### src/shared/rvs_pkg.sv
// Package with register map, field layout and carriers for the regulator select bank.
package rvs_pkg;

  // Printed offsets are not multiples of four, so they are register indices.
  localparam logic [7:0] IDX_LIN_A = 8'h2f;
  localparam logic [7:0] IDX_LIN_B = 8'h30;
  localparam logic [7:0] IDX_VIB = 8'h31;
  localparam logic [7:0] IDX_DVS_ONE = 8'h32;
  localparam logic [7:0] IDX_DVS_TWO = 8'h33;

  // Linear-regulator control fields.
  localparam int BIT_SEQ_TARGET = 7;
  localparam int POS_VGPIO = 5;
  localparam int BIT_VCHOICE = 4;
  localparam int BIT_PD_DIS = 3;
  localparam int POS_EGPIO = 1;
  localparam int BIT_ON = 0;

  // Reserved-bit masks of writable registers.
  localparam logic [7:0] MASK_VIB = 8'h3f;
  localparam logic [7:0] MASK_DVS_TWO = 8'h81;

  // Reset values.
  localparam logic [7:0] RST_LIN = 8'h00;
  localparam logic [7:0] RST_VIB = 8'h00;
  localparam logic [7:0] RST_DVS = 8'h00;

  // GPIO source encoding.
  localparam logic [1:0] SRC_SEQ = 2'h0;
  localparam logic [1:0] SRC_GPIO1 = 2'h1;
  localparam logic [1:0] SRC_GPIO2 = 2'h2;
  localparam logic [1:0] SRC_GENERAL_PIN_THIRTEEN = 2'h3;

  // Ramp timing: one step per ramp tick.
  localparam int RAMP_TIME_NS = 10000;
  localparam int CLK_PERIOD_NS = 100;
  localparam int RAMP_CYCLES = (RAMP_TIME_NS + CLK_PERIOD_NS - 1) / CLK_PERIOD_NS;
  localparam logic [7:0] RAMP_CNT_MAX = 8'(RAMP_CYCLES - 1);

  // Number of ramped supplies: 3 linear + 5 buck, then linear4 and io buck.
  localparam int NUM_RAMP = 10;

  // Per-regulator outputs of a linear-regulator control word.
  typedef struct packed {
    logic on;
    logic setting_second;
    logic pulldown_on;
  } rvs_lin_out_t;

  // Motor drive outputs.
  typedef struct packed {
    logic [5:0] level;
    logic brake;
    logic nmos_on;
    logic pmos_on;
  } rvs_motor_t;

endpackage

### src/hdl/rvs_regs.sv
// Regulator voltage-select register bank with APB slave and GPIO control.
`timescale 1ns/1ps
module rvs_regs
  import rvs_pkg::*;
(
  // Clock and reset.
  input wire logic ref_clk,
  input wire logic rstn,
  // APB slave.
  input wire logic psel,
  input wire logic penable,
  input wire logic pwrite,
  input wire logic [11:0] paddr,
  input wire logic [31:0] pwdata,
  output logic [31:0] prdata,
  output logic pready,
  output logic pslverr,
  // Sequencer and GPIO inputs.
  input wire logic seq_apply,
  input wire logic gpio_one,
  input wire logic gpio_two,
  input wire logic general_pin_thirteen,
  // Linear regulator controls.
  output rvs_lin_out_t reg_a_ctl,
  output rvs_lin_out_t reg_b_ctl,
  // Motor drive.
  output rvs_motor_t motor,
  // Ramped supplies: applied choice and busy request.
  output logic [NUM_RAMP-1:0] ramp_choice,
  output logic [NUM_RAMP-1:0] ramp_request
);

  // Selects a GPIO level by field code; code 00 yields no source.
  function automatic logic gpio_pick(input logic [1:0] src, input logic [2:0] pins);
    logic r;
    r = 1'b0;
    case (src)
      SRC_GPIO1: r = pins[0];
      SRC_GPIO2: r = pins[1];
      SRC_GENERAL_PIN_THIRTEEN: r = pins[2];
      default: r = 1'b0;
    endcase
    return r;
  endfunction

  // Applies sequencer and GPIO edges to one control word.
  function automatic logic [7:0] lin_update(input logic [7:0] w, input logic [2:0] now,
                                            input logic [2:0] last, input logic seq);
    logic [7:0] r;
    logic [1:0] vsrc;
    logic [1:0] esrc;
    r = w;
    vsrc = w[POS_VGPIO+:2];
    esrc = w[POS_EGPIO+:2];
    if (seq && esrc == SRC_SEQ) begin
      r[BIT_ON] = w[BIT_SEQ_TARGET];
    end
    if (vsrc != SRC_SEQ) begin
      if (gpio_pick(vsrc, now) && !gpio_pick(vsrc, last)) begin
        r[BIT_VCHOICE] = 1'b0;
      end else if (!gpio_pick(vsrc, now) && gpio_pick(vsrc, last)) begin
        r[BIT_VCHOICE] = 1'b1;
      end
    end
    if (esrc != SRC_SEQ) begin
      if (gpio_pick(esrc, now) && !gpio_pick(esrc, last)) begin
        r[BIT_ON] = 1'b1;
      end else if (!gpio_pick(esrc, now) && gpio_pick(esrc, last)) begin
        r[BIT_ON] = 1'b0;
      end
    end
    return r;
  endfunction

  // Derives regulator-side controls from a control word.
  function automatic rvs_lin_out_t lin_out(input logic [7:0] w);
    rvs_lin_out_t o;
    o.on = w[BIT_ON];
    o.setting_second = w[BIT_VCHOICE];
    o.pulldown_on = !w[BIT_ON] && !w[BIT_PD_DIS];
    return o;
  endfunction

  logic [7:0] lin_a_reg, lin_a_next;
  logic [7:0] lin_b_reg, lin_b_next;
  logic [7:0] vib_reg, vib_next;
  logic [7:0] dvs_one_reg, dvs_one_next;
  logic [7:0] dvs_two_reg, dvs_two_next;
  logic [2:0] pins_last_reg, pins_last_next;
  logic [31:0] prdata_reg, prdata_next;
  logic pready_reg, pready_next;
  logic pslverr_reg, pslverr_next;
  rvs_lin_out_t a_out_reg, a_out_next, b_out_reg, b_out_next;
  rvs_motor_t motor_reg, motor_next;
  logic [NUM_RAMP-1:0] applied_reg, applied_next;
  logic [NUM_RAMP-1:0] request_reg, request_next;
  logic [7:0] ramp_cnt_reg, ramp_cnt_next;
  logic [NUM_RAMP-1:0] target;
  logic [2:0] pins;
  logic [9:0] idx;
  logic hit, access, wr;

  assign pins = {general_pin_thirteen, gpio_two, gpio_one};
  assign idx = paddr[11:2];
  assign access = psel && penable && !pready_reg;
  assign wr = access && pwrite;
  assign target = {dvs_two_reg[7], dvs_two_reg[0], dvs_one_reg};

  // Register file, bus answer and edge tracking; one wait state per access.
  always_comb begin
    lin_a_next = lin_a_reg;
    lin_b_next = lin_b_reg;
    vib_next = vib_reg;
    dvs_one_next = dvs_one_reg;
    dvs_two_next = dvs_two_reg;
    prdata_next = prdata_reg;
    pready_next = access;
    pslverr_next = 1'b0;
    pins_last_next = pins;
    hit = paddr[1:0] == 2'h0 && (idx == 10'(IDX_LIN_A) || idx == 10'(IDX_LIN_B)
          || idx == 10'(IDX_VIB) || idx == 10'(IDX_DVS_ONE) || idx == 10'(IDX_DVS_TWO));
    lin_a_next = lin_update(lin_a_reg, pins, pins_last_reg, seq_apply);
    lin_b_next = lin_update(lin_b_reg, pins, pins_last_reg, seq_apply);
    // bus writes win over same-cycle hardware updates.
    if (wr && hit) begin
      case (idx[7:0])
        IDX_LIN_A: lin_a_next = pwdata[7:0];
        IDX_LIN_B: lin_b_next = pwdata[7:0];
        IDX_VIB: vib_next = pwdata[7:0] & MASK_VIB;
        IDX_DVS_ONE: dvs_one_next = pwdata[7:0];
        IDX_DVS_TWO: dvs_two_next = pwdata[7:0] & MASK_DVS_TWO;
        default: vib_next = vib_reg;
      endcase
    end
    if (access) begin
      pslverr_next = !hit;
      prdata_next = 32'h0;
      if (!pwrite && hit) begin
        case (idx[7:0])
          IDX_LIN_A: prdata_next = {24'h0, lin_a_reg};
          IDX_LIN_B: prdata_next = {24'h0, lin_b_reg};
          IDX_VIB: prdata_next = {24'h0, vib_reg};
          IDX_DVS_ONE: prdata_next = {24'h0, dvs_one_reg};
          IDX_DVS_TWO: prdata_next = {24'h0, dvs_two_reg};
          default: prdata_next = 32'h0;
        endcase
      end
    end
  end

  // Output decode of regulator and motor controls.
  always_comb begin
    a_out_next = lin_out(lin_a_next);
    b_out_next = lin_out(lin_b_next);
    motor_next.level = vib_next[5:0];
    motor_next.brake = vib_next[5:0] == 6'h00;
    motor_next.nmos_on = vib_next[5:0] == 6'h00;
    motor_next.pmos_on = 1'b0;
  end

  // Ramp sequencer: the applied choice moves after a ramp time; request stands meanwhile.
  always_comb begin
    applied_next = applied_reg;
    ramp_cnt_next = ramp_cnt_reg;
    request_next = target ^ applied_reg;
    if (request_reg == '0) begin
      ramp_cnt_next = 8'h00;
    end else if (request_next != request_reg) begin
      // A new change restarts the ramp, so no supply moves before its full ramp time.
      // Trade-off: supplies already ramping wait again when another one changes.
      ramp_cnt_next = 8'h00;
    end else if (ramp_cnt_reg == RAMP_CNT_MAX) begin
      ramp_cnt_next = 8'h00;
      applied_next = target;
      request_next = '0;
    end else begin
      ramp_cnt_next = ramp_cnt_reg + 8'h01;
    end
  end

  // State registers.
  always_ff @(posedge ref_clk or negedge rstn) begin
    if (!rstn) begin
      lin_a_reg <= RST_LIN;
      lin_b_reg <= RST_LIN;
      vib_reg <= RST_VIB;
      dvs_one_reg <= RST_DVS;
      dvs_two_reg <= RST_DVS;
      pins_last_reg <= 3'h0;
      prdata_reg <= 32'h0;
      pready_reg <= 1'b0;
      pslverr_reg <= 1'b0;
      a_out_reg <= '{on: 1'b0, setting_second: 1'b0, pulldown_on: 1'b1};
      b_out_reg <= '{on: 1'b0, setting_second: 1'b0, pulldown_on: 1'b1};
      motor_reg <= '{level: 6'h00, brake: 1'b1, nmos_on: 1'b1, pmos_on: 1'b0};
      applied_reg <= '0;
      request_reg <= '0;
      ramp_cnt_reg <= 8'h00;
    end else begin
      lin_a_reg <= lin_a_next;
      lin_b_reg <= lin_b_next;
      vib_reg <= vib_next;
      dvs_one_reg <= dvs_one_next;
      dvs_two_reg <= dvs_two_next;
      pins_last_reg <= pins_last_next;
      prdata_reg <= prdata_next;
      pready_reg <= pready_next;
      pslverr_reg <= pslverr_next;
      a_out_reg <= a_out_next;
      b_out_reg <= b_out_next;
      motor_reg <= motor_next;
      applied_reg <= applied_next;
      request_reg <= request_next;
      ramp_cnt_reg <= ramp_cnt_next;
    end
  end

  assign prdata = prdata_reg;
  assign pready = pready_reg;
  assign pslverr = pslverr_reg;
  assign reg_a_ctl = a_out_reg;
  assign reg_b_ctl = b_out_reg;
  assign motor = motor_reg;
  assign ramp_choice = applied_reg;
  assign ramp_request = request_reg;

endmodule

### config.mk
export PLATFORM = sky130hd
export DESIGN_NAME = rvs_regs
export DESIGN_NICKNAME = d
export VERILOG_FILES = /design/src/shared/rvs_pkg.sv /design/src/hdl/rvs_regs.sv
export SDC_FILE = /design/constraint.sdc
export NUM_CORES = 1
export LEC_CHECK = 0
export BUFFER_PORTS_ARGS = -buffer_cell sky130_fd_sc_hd__buf_4
export CAP_MARGIN = 20
export CORE_MARGIN = 2
export CORE_UTILIZATION = 55
export CTS_BUF_LIST = sky130_fd_sc_hd__clkbuf_4 sky130_fd_sc_hd__clkbuf_8 sky130_fd_sc_hd__clkbuf_16
export DETAILED_ROUTE_END_ITERATION = 8
export PLACE_DENSITY = 0.85
export SETUP_SLACK_MARGIN = 0.2
export SLEW_MARGIN = 20
export SYNTH_ARGS = -nofsm -noshare
export SYNTH_HDL_FRONTEND = slang
export SYNTH_SLANG_ARGS = --single-unit
### constraint.sdc
create_clock -name ref_clk -period 3.5 [get_ports ref_clk]
set_input_delay 0.175 -clock ref_clk [delete_from_list [all_inputs] [get_ports ref_clk]]
set_output_delay 0.175 -clock ref_clk [all_outputs]
set_load 0.01 [all_outputs]
==> metrics.md, run 1 <==
| Metric | Value |
|---|---|
| Netlist cell types | 52 |
| Critical path class | flip-flop to flip-flop |
| Max Freq | 382 MHz |
| Layout Skew | 0.00553 ns |
| Global-route wire length before repair | 13300 um |
| Final hold violations | 0 |
| Clock transition at path regs | 0.08 ns |
| GP Congestion | 0.914 |
| Yosys warnings | 0 |
| Clk_lat worst skew | 0.35 ns |
| Ant. Diodes | 0 |
| Drt first pass iters | 4 |
| Critical Path Fanout Max | 16 |
| Chip Height | 88.6 um |
| Most frequent cells in the layout | 74 x buf_4, 73 x dfrtp_1, 41 x mux2_2 |
| Area added between synthesis and finish | 19.1% |
| Met1 global-route usage | 0.299 |
| CP Data Arrival Time | 2.85 ns |
| Synth Flop Type | dfrtp_1 |
| CTS tree | yes |
| Initial Util | 0.573 |
| Iter 0 DRT Violations | 203 |
| Period minus WS final | 2.62 ns |
| IO buf count | 72 |
| Root Driver | clkbuf_8 |
| Final slew viol count | 0 |
| Total CTS buffers | 9 |
| GR peak layer | met2 |
| Die Wd | 88.6 um |
| Post-synth EDFFs | 0 |
| Via density | 5.40 |
| Post-Route WL | 8450 um |
| Post-CTS setup buffers | 0 |
| H-tree depth | 3 |
| Crit path launch type | flip-flop |
| Relative slew slack | 0.373 |
| PwrDens | 368 mW/mm^2 |
| Mapped Avg Cell Area | 11.7 um^2 |
| Num ports | 122 |
| Core Rows | 30 |
| Initial antenna violation count | 0 |
| #FFs+latches synth | 76 |
| Syn Inst Count | 337 |
| Outcome | finished clean |
| Critical Path Sink Type | flip-flop |
| WP data required | 3.73 ns |
| Post-route clock period utilization | 0.747 |
| Post-CTS sizing | 0 |
| Layout cells sized above 1 | 0.343 |
| Post-layout power | 1.73 mW |
| Global route overflow | 0 |
| Syn Std Cell Area | 0.00394 mm^2 |
| Clock sink count | 76 |
| Core Region | 0.00687 mm^2 |
| Final nets | 466 |
| Peak VDD IR | 0.274 mV |
| Pin count of the biggest net entering global routing | 77 |
| DP Wirelength | 6200 um |
| Clk buf depth | 2 |
| Avg WL per Cell | 16.5 um |
| FFs w/ async S/R, synth | 1.00 |
| Leak | 2.30 nW |
| Post-synthesis sequential area ratio | 0.484 |
| GRT Total Usage | 0.227 |
| Worst min path class | input pin to flip-flop |
| RSZ-0062 raised after global routing | no |
| Met2 usage | 0.369 |
| Setup TNS | 0 ns |
| Vias | 2770 |
| Met3 Use GR | 0.0382 |
| Vias in the first global route | 2759 |
| Drt drc | 0 |
| DIE AREA | 0.00785 mm^2 |
| Final setup violation count | 0 |
| Slew @ Worst Pin | 0.941 ns |
| Filler cells | 504 |
| Antenna violation net count after detailed routing | 0 |
| Most common cell after layout, fill and taps aside | buf_4 |
| # hold bufs at CTS | 4 |
| Post-DP Area | 0.00443 mm^2 |
| MaxCap Viol Count | 0 |
| Post-Layout Inst Area | 0.00469 mm^2 |
area by class of cell:
class | count | area, um^2 | share of cell area
clock inverter | 5 | 75.1 | 0.0160
inverter | 6 | 22.5 | 0.00480
sequential | 76 | 1910 | 0.406
timing repair buffer | 78 | 596 | 0.127
clock buffer | 11 | 145 | 0.0309
multi-input combinational | 241 | 1830 | 0.389
tap | 96 | 120 | 0.0256
cells in the mapped netlist (all sizes together) (6+ instances only):
| cell | count | area (um^2) |
|---|---|---|
| xnor2 | 16 | 140 |
| dfrtp | 73 | 1830 |
| buf | 37 | 270 |
| nor2 | 30 | 113 |
| mux2 | 41 | 462 |
| nand3 | 7 | 35.0 |
| inv | 6 | 22.5 |
| mux2i | 11 | 110 |
| nand2 | 20 | 77.6 |
| nor2b | 7 | 43.8 |
| o21ai | 13 | 65.1 |
| nor4 | 6 | 52.6 |
| a21oi | 8 | 40.0 |
critical path, cell delays in order (launching register included):
cell and delay [ns]:
dfrtp_1 0.45, xor3_1 0.45, a21oi_1 0.11, or4b_4 0.48
nor3_2 0.34, buf_4 0.29, mux2_2 0.36
stage by stage:
| stage | util | setup slack (ns) | hold WS [ns] | instances |
|---|---|---|---|---|
| after floorplan | - | 1.29 | -0.121 | 361 |
| after global placement | 0.645 | 0.941 | 0.301 | 493 |
| after detailed placement | 0.645 | 0.864 | 0.303 | 493 |
| after CTS | 0.683 | 0.844 | 0.0698 | 513 |
| after global routing | 0.683 | 0.722 | 0.0787 | 513 |
| final | 0.683 | 0.884 | 0.0759 | 513 |
cells by family after synthesis:
family	count (synthesis)	synth area share
adder cells (fa/ha/maj)	3	0.00826
AO/OA/AOI/OAI	40	0.0673
multiplexers	55	0.163
buffers and inverters	44	0.0753
flip-flops	76	0.484
XOR/XNOR	24	0.0712
AND/OR/NAND/NOR	94	0.130
other	1	0.000952
path summary, 6_finish.rpt:
check                                      end  depth (start not counted)            from  slack [ns]
worst max register to register  ramp_choice[0]                          6  dvs_two_reg[0]        0.88
worst max-delay path            ramp_choice[0]                          6  dvs_two_reg[0]        0.88
worst min register to register    reg_b_ctl[0]                          1    lin_b_reg[3]        0.45
min in group asynchronous       ramp_choice[5]                          2            rstn        0.54
max in group asynchronous            prdata[2]                          2            rstn        2.38
worst min-delay path              lin_a_reg[0]                          3       pwdata[0]        0.08
report_power, final:
part	internal (mW)	leakage [nW]	switching, mW	total [mW]
Combinational	0.0387	1.14	0.0627	0.101
Sequential	0.882	1.04	0.00301	0.885
Clock	0.425	0.116	0.315	0.740
routing by layer:
metal  up-vias  wire [um]
met3        18        428
met5         -          0
met1      1366       3440
met4         0        207
met2        93       4370
li1       1293          -
Note: power is estimated with default switching activity, not from simulation.
==> run 2, diff against run 1 <==
Settings changed: CORE_UTILIZATION 55 to 51, PLACE_DENSITY 0.85 to 0.8.
Clock period 3.5 ns to 2.5 ns, I/O delays scaled along.
==> run 2 against run 1 <==
  * Core utilization decreased by 4.5 points
  * Largest cell class unchanged
  * Clock skew increased by 0.0025 ns
  * Critical path type unchanged
  * Combinational power increased by 43%
  * Die area increased by 7.5%
  * Critical path depth unchanged
==> metrics.md, run 2 (same netlist as run 1, synthesis figures left out) <==
| Metric | Value |
|---|---|
| Global route overflow | 0 (unchanged) |
| H-tree depth | 3 (unchanged) |
| Combinational share of power | 0.054 (was 0.059) |
| R2r setup slk | 0.22 ns (was 0.88 ns) |
| DIE AREA | 0.00844 mm^2 (was 0.00785 mm^2) |
| Global-route wire length before repair | 13800 um (was 13300 um) |
| FF/Latch Area | 0.00191 mm^2 (unchanged) |
| Peak VDD IR | 0.509 mV (was 0.274 mV) |
| Critical Path Fanout Max | 10 (was 16) |
| Ant. Diodes | 0 (unchanged) |
| RSZ-0062 raised after global routing | no (unchanged) |
| Antenna violation net count after detailed routing | 0 (unchanged) |
| Critical path class | flip-flop to flip-flop (unchanged) |
| Worst r2r src | ramp_choice[8] (was dvs_two_reg[0]) |
| Vias | 2795 (was 2770) |
| Post-Route WL | 8550 um (was 8450 um) |
| Layout cells sized above 1 | 0.358 (was 0.343) |
| Setup TNS | 0 ns (unchanged) |
| Outcome | finished clean (unchanged) |
| CP Data Arrival Time | 2.51 ns (was 2.85 ns) |
| Via density | 5.31 (was 5.40) |
| Relative slew slack | 0.373 (about the same) |
| Chip Height | 91.9 um (was 88.6 um) |
| Initial antenna violation count | 0 (unchanged) |
| Worst min path class | input pin to flip-flop (unchanged) |
| R2r worst-path depth | 6 (unchanged) |
| GRT Total Usage | 0.207 (was 0.227) |
| Critical Path Stages | 6 (unchanged) |
| Pin count of the biggest net entering global routing | 77 (unchanged) |
| Clock network fraction of total power | 0.476 (was 0.429) |
| Post-DP Area | 0.00448 mm^2 (was 0.00443 mm^2) |
| Critical Path Sink Type | flip-flop (unchanged) |
| Crit path cell chain | xor3_1 > a21oi_1 > or4b_4 > nor3_4 > buf_12 > mux2_2 (was xor3_1 > a21oi_1 > or4b_4 > nor3_2 > buf_4 > mux2_2) |
| GP Congestion | 0.898 (was 0.914) |
| CP Launch Point | ramp_choice[8] (was dvs_two_reg[0]) |
| DP Wirelength | 6100 um (was 6200 um) |
| Clock transition at path regs | 0.08 ns (about the same) |
| Critical Path End | ramp_choice[4] (was ramp_choice[0]) |
| CP peak stage delay | 0.51 ns (was 0.48 ns) |
| Util after Layout | 0.638 (was 0.683) |
| Worst path slowest cell | or4b_4 (unchanged) |
| Core Rows | 32 (was 30) |
| Leak | 2.37 nW (was 2.30 nW) |
| Most frequent cells in the layout | 79 x buf_4, 73 x dfrtp_1, 41 x mux2_2 (was 74 x buf_4, 73 x dfrtp_1, 41 x mux2_2) |
| Root Driver | clkbuf_8 (unchanged) |
| Area of the multi-input gates | 0.00185 mm^2 (was 0.00183 mm^2) |
| Post-route setup slack | 0.223 ns (was 0.884 ns) |
| Clk buf depth | 2 (unchanged) |
| MaxCap Viol Count | 0 (unchanged) |
| Sw Share | 0.211 (was 0.221) |
| Sw power | 0.557 mW (was 0.381 mW) |
| Die Wd | 91.9 um (was 88.6 um) |
| Post-route clock period utilization | 0.911 (was 0.747) |
| Most common cell after layout, fill and taps aside | buf_4 (unchanged) |
| Core Region | 0.00761 mm^2 (was 0.00687 mm^2) |
| Final setup violation count | 0 (unchanged) |
| Post-Layout Inst Area | 0.00485 mm^2 (was 0.00469 mm^2) |
| Hold slack | 0.0287 ns (was 0.0759 ns) |
| Max Freq | 439 MHz (was 382 MHz) |
| IO buf count | 72 (unchanged) |
| Final hold violations | 0 (unchanged) |
| Final nets | 473 (was 466) |
| Initial Util | 0.518 (was 0.573) |
| Vias in the first global route | 2853 (was 2759) |
| Worst slack, placed | 0.196 ns (was 0.864 ns) |
| P_int | 2.08 mW (was 1.35 mW) |
| Sequential share of power | 0.469 (was 0.512) |
| Slew @ Worst Pin | 0.940 ns (was 0.941 ns) |
| Area added between synthesis and finish | 23.2% (was 19.1%) |
| Drt drc | 0 (unchanged) |
| Clk_lat worst skew | 0.35 ns (about the same) |
| Final slew viol count | 0 (unchanged) |
| Num ports | 122 (unchanged) |
| Worst R2R End | ramp_choice[4] (was ramp_choice[0]) |
| Clock sink count | 76 (unchanged) |
| Buf/Inv on CP | 1 (unchanged) |
| WP data required | 2.74 ns (was 3.73 ns) |
| Total CTS buffers | 9 (unchanged) |
| CTS tree | yes (unchanged) |
| Layout Skew | 0.00807 ns (was 0.00553 ns) |
| CP delay by family, top | simple AND/OR/NAND/NOR gates (unchanged) |
| Crit path launch type | flip-flop (unchanged) |
| Avg WL per Cell | 16.3 um (was 16.5 um) |
| Iter 0 DRT Violations | 127 (was 203) |
| Drt first pass iters | 4 (unchanged) |
| PwrDens | 544 mW/mm^2 (was 368 mW/mm^2) |
| Filler cells | 578 (was 504) |
| Period minus WS final | 2.28 ns (was 2.62 ns) |
## run 2: changes by cell type in the layout (fill, tap and decap cells not counted)
| cell | delta |
|---|---|
| o41ai_1 | -1 |
| xnor2_1 | -1 |
| clkbuf_4 | -1 |
| clkinv_2 | -2 |
| buf_12 | +1 |
| nor3_2 | -1 |
| xnor2_2 | +1 |
| inv_6 | +1 |
| buf_4 | +5 |
| nor3_4 | +1 |
| bufinv_16 | +2 |
| clkbuf_16 | +1 |
| o41ai_2 | +1 |
## run 2: power groups by stage
stage	Combinational, mW	Sequential [mW]	Clock, mW
3_3_place_gp	0.135	1.26	0
3_5_place_dp	0.139	1.26	0
2_1_floorplan	0.0824	1.26	0
4_1_cts	0.144	1.24	1.27
5_1_grt	0.160	1.24	1.32
6_report	0.144	1.24	1.26
## run 2: area by class of cell
class | count | share of cell area
multi-input combinational | 241 | 0.381
timing repair buffer | 85 | 0.140
tap | 102 | 0.0263
clock buffer | 10 | 0.0284
inverter | 6 | 0.00464
clock inverter | 6 | 0.0276
sequential | 76 | 0.393
## run 2: what timing repair did
item | 4_1_cts | 5_1_grt
endpoints found under the setup margin | 4 | 10
gates cloned | 0 | 1
gates resized for setup | 1 | 2
hold endpoints to repair | 76 | 0
pin swaps | 0 | 2
hold buffers | 4 | 0
setup buffers | 0 | 2
## run 2: worst min-delay path by stage
stage	start	end	slack [ns]	cells past startpoint
2_1_floorplan	rstn	dvs_one_reg[0]	-0.17	0
4_1_cts	pwdata[4]	lin_b_reg[4]	0.02	2
6_report	pwdata[4]	lin_b_reg[4]	0.03	2
3_5_place_dp	gpio_one	pins_last_reg[0]	0.25	1
5_1_grt	pwdata[6]	lin_a_reg[6]	0.02	2
3_3_place_gp	gpio_one	pins_last_reg[0]	0.25	1
## run 2: worst register-to-register path: cells and delay by family (launching register included)
kind	cells	cell delay, ns
DFF	1	0.44
AOI/OAI and AO/OA	1	0.13
and+or+nand+nor	2	0.71
muxes	1	0.34
buffers and inverters	1	0.17
xor gates and xnor gates	1	0.38
## run 2: metal layers
| layer | up-vias | share of wire | track usage |
|---|---|---|---|
| met3 | 15 | 0.053 | 0.0624 |
| met1 | 1389 | 0.43 | 0.272 |
| met2 | 89 | 0.50 | 0.328 |
| met5 | - | 0 | 0 |
| li1 | 1302 | - | - |
| met4 | 0 | 0.017 | 0.0734 |
## run 2: per-stage QoR
step	total power, mW	std cells
after floorplan	1.35	361
after global placement	1.40	503
after detailed placement	1.40	503
after CTS	2.65	523
after global routing	2.72	526
final	2.64	526
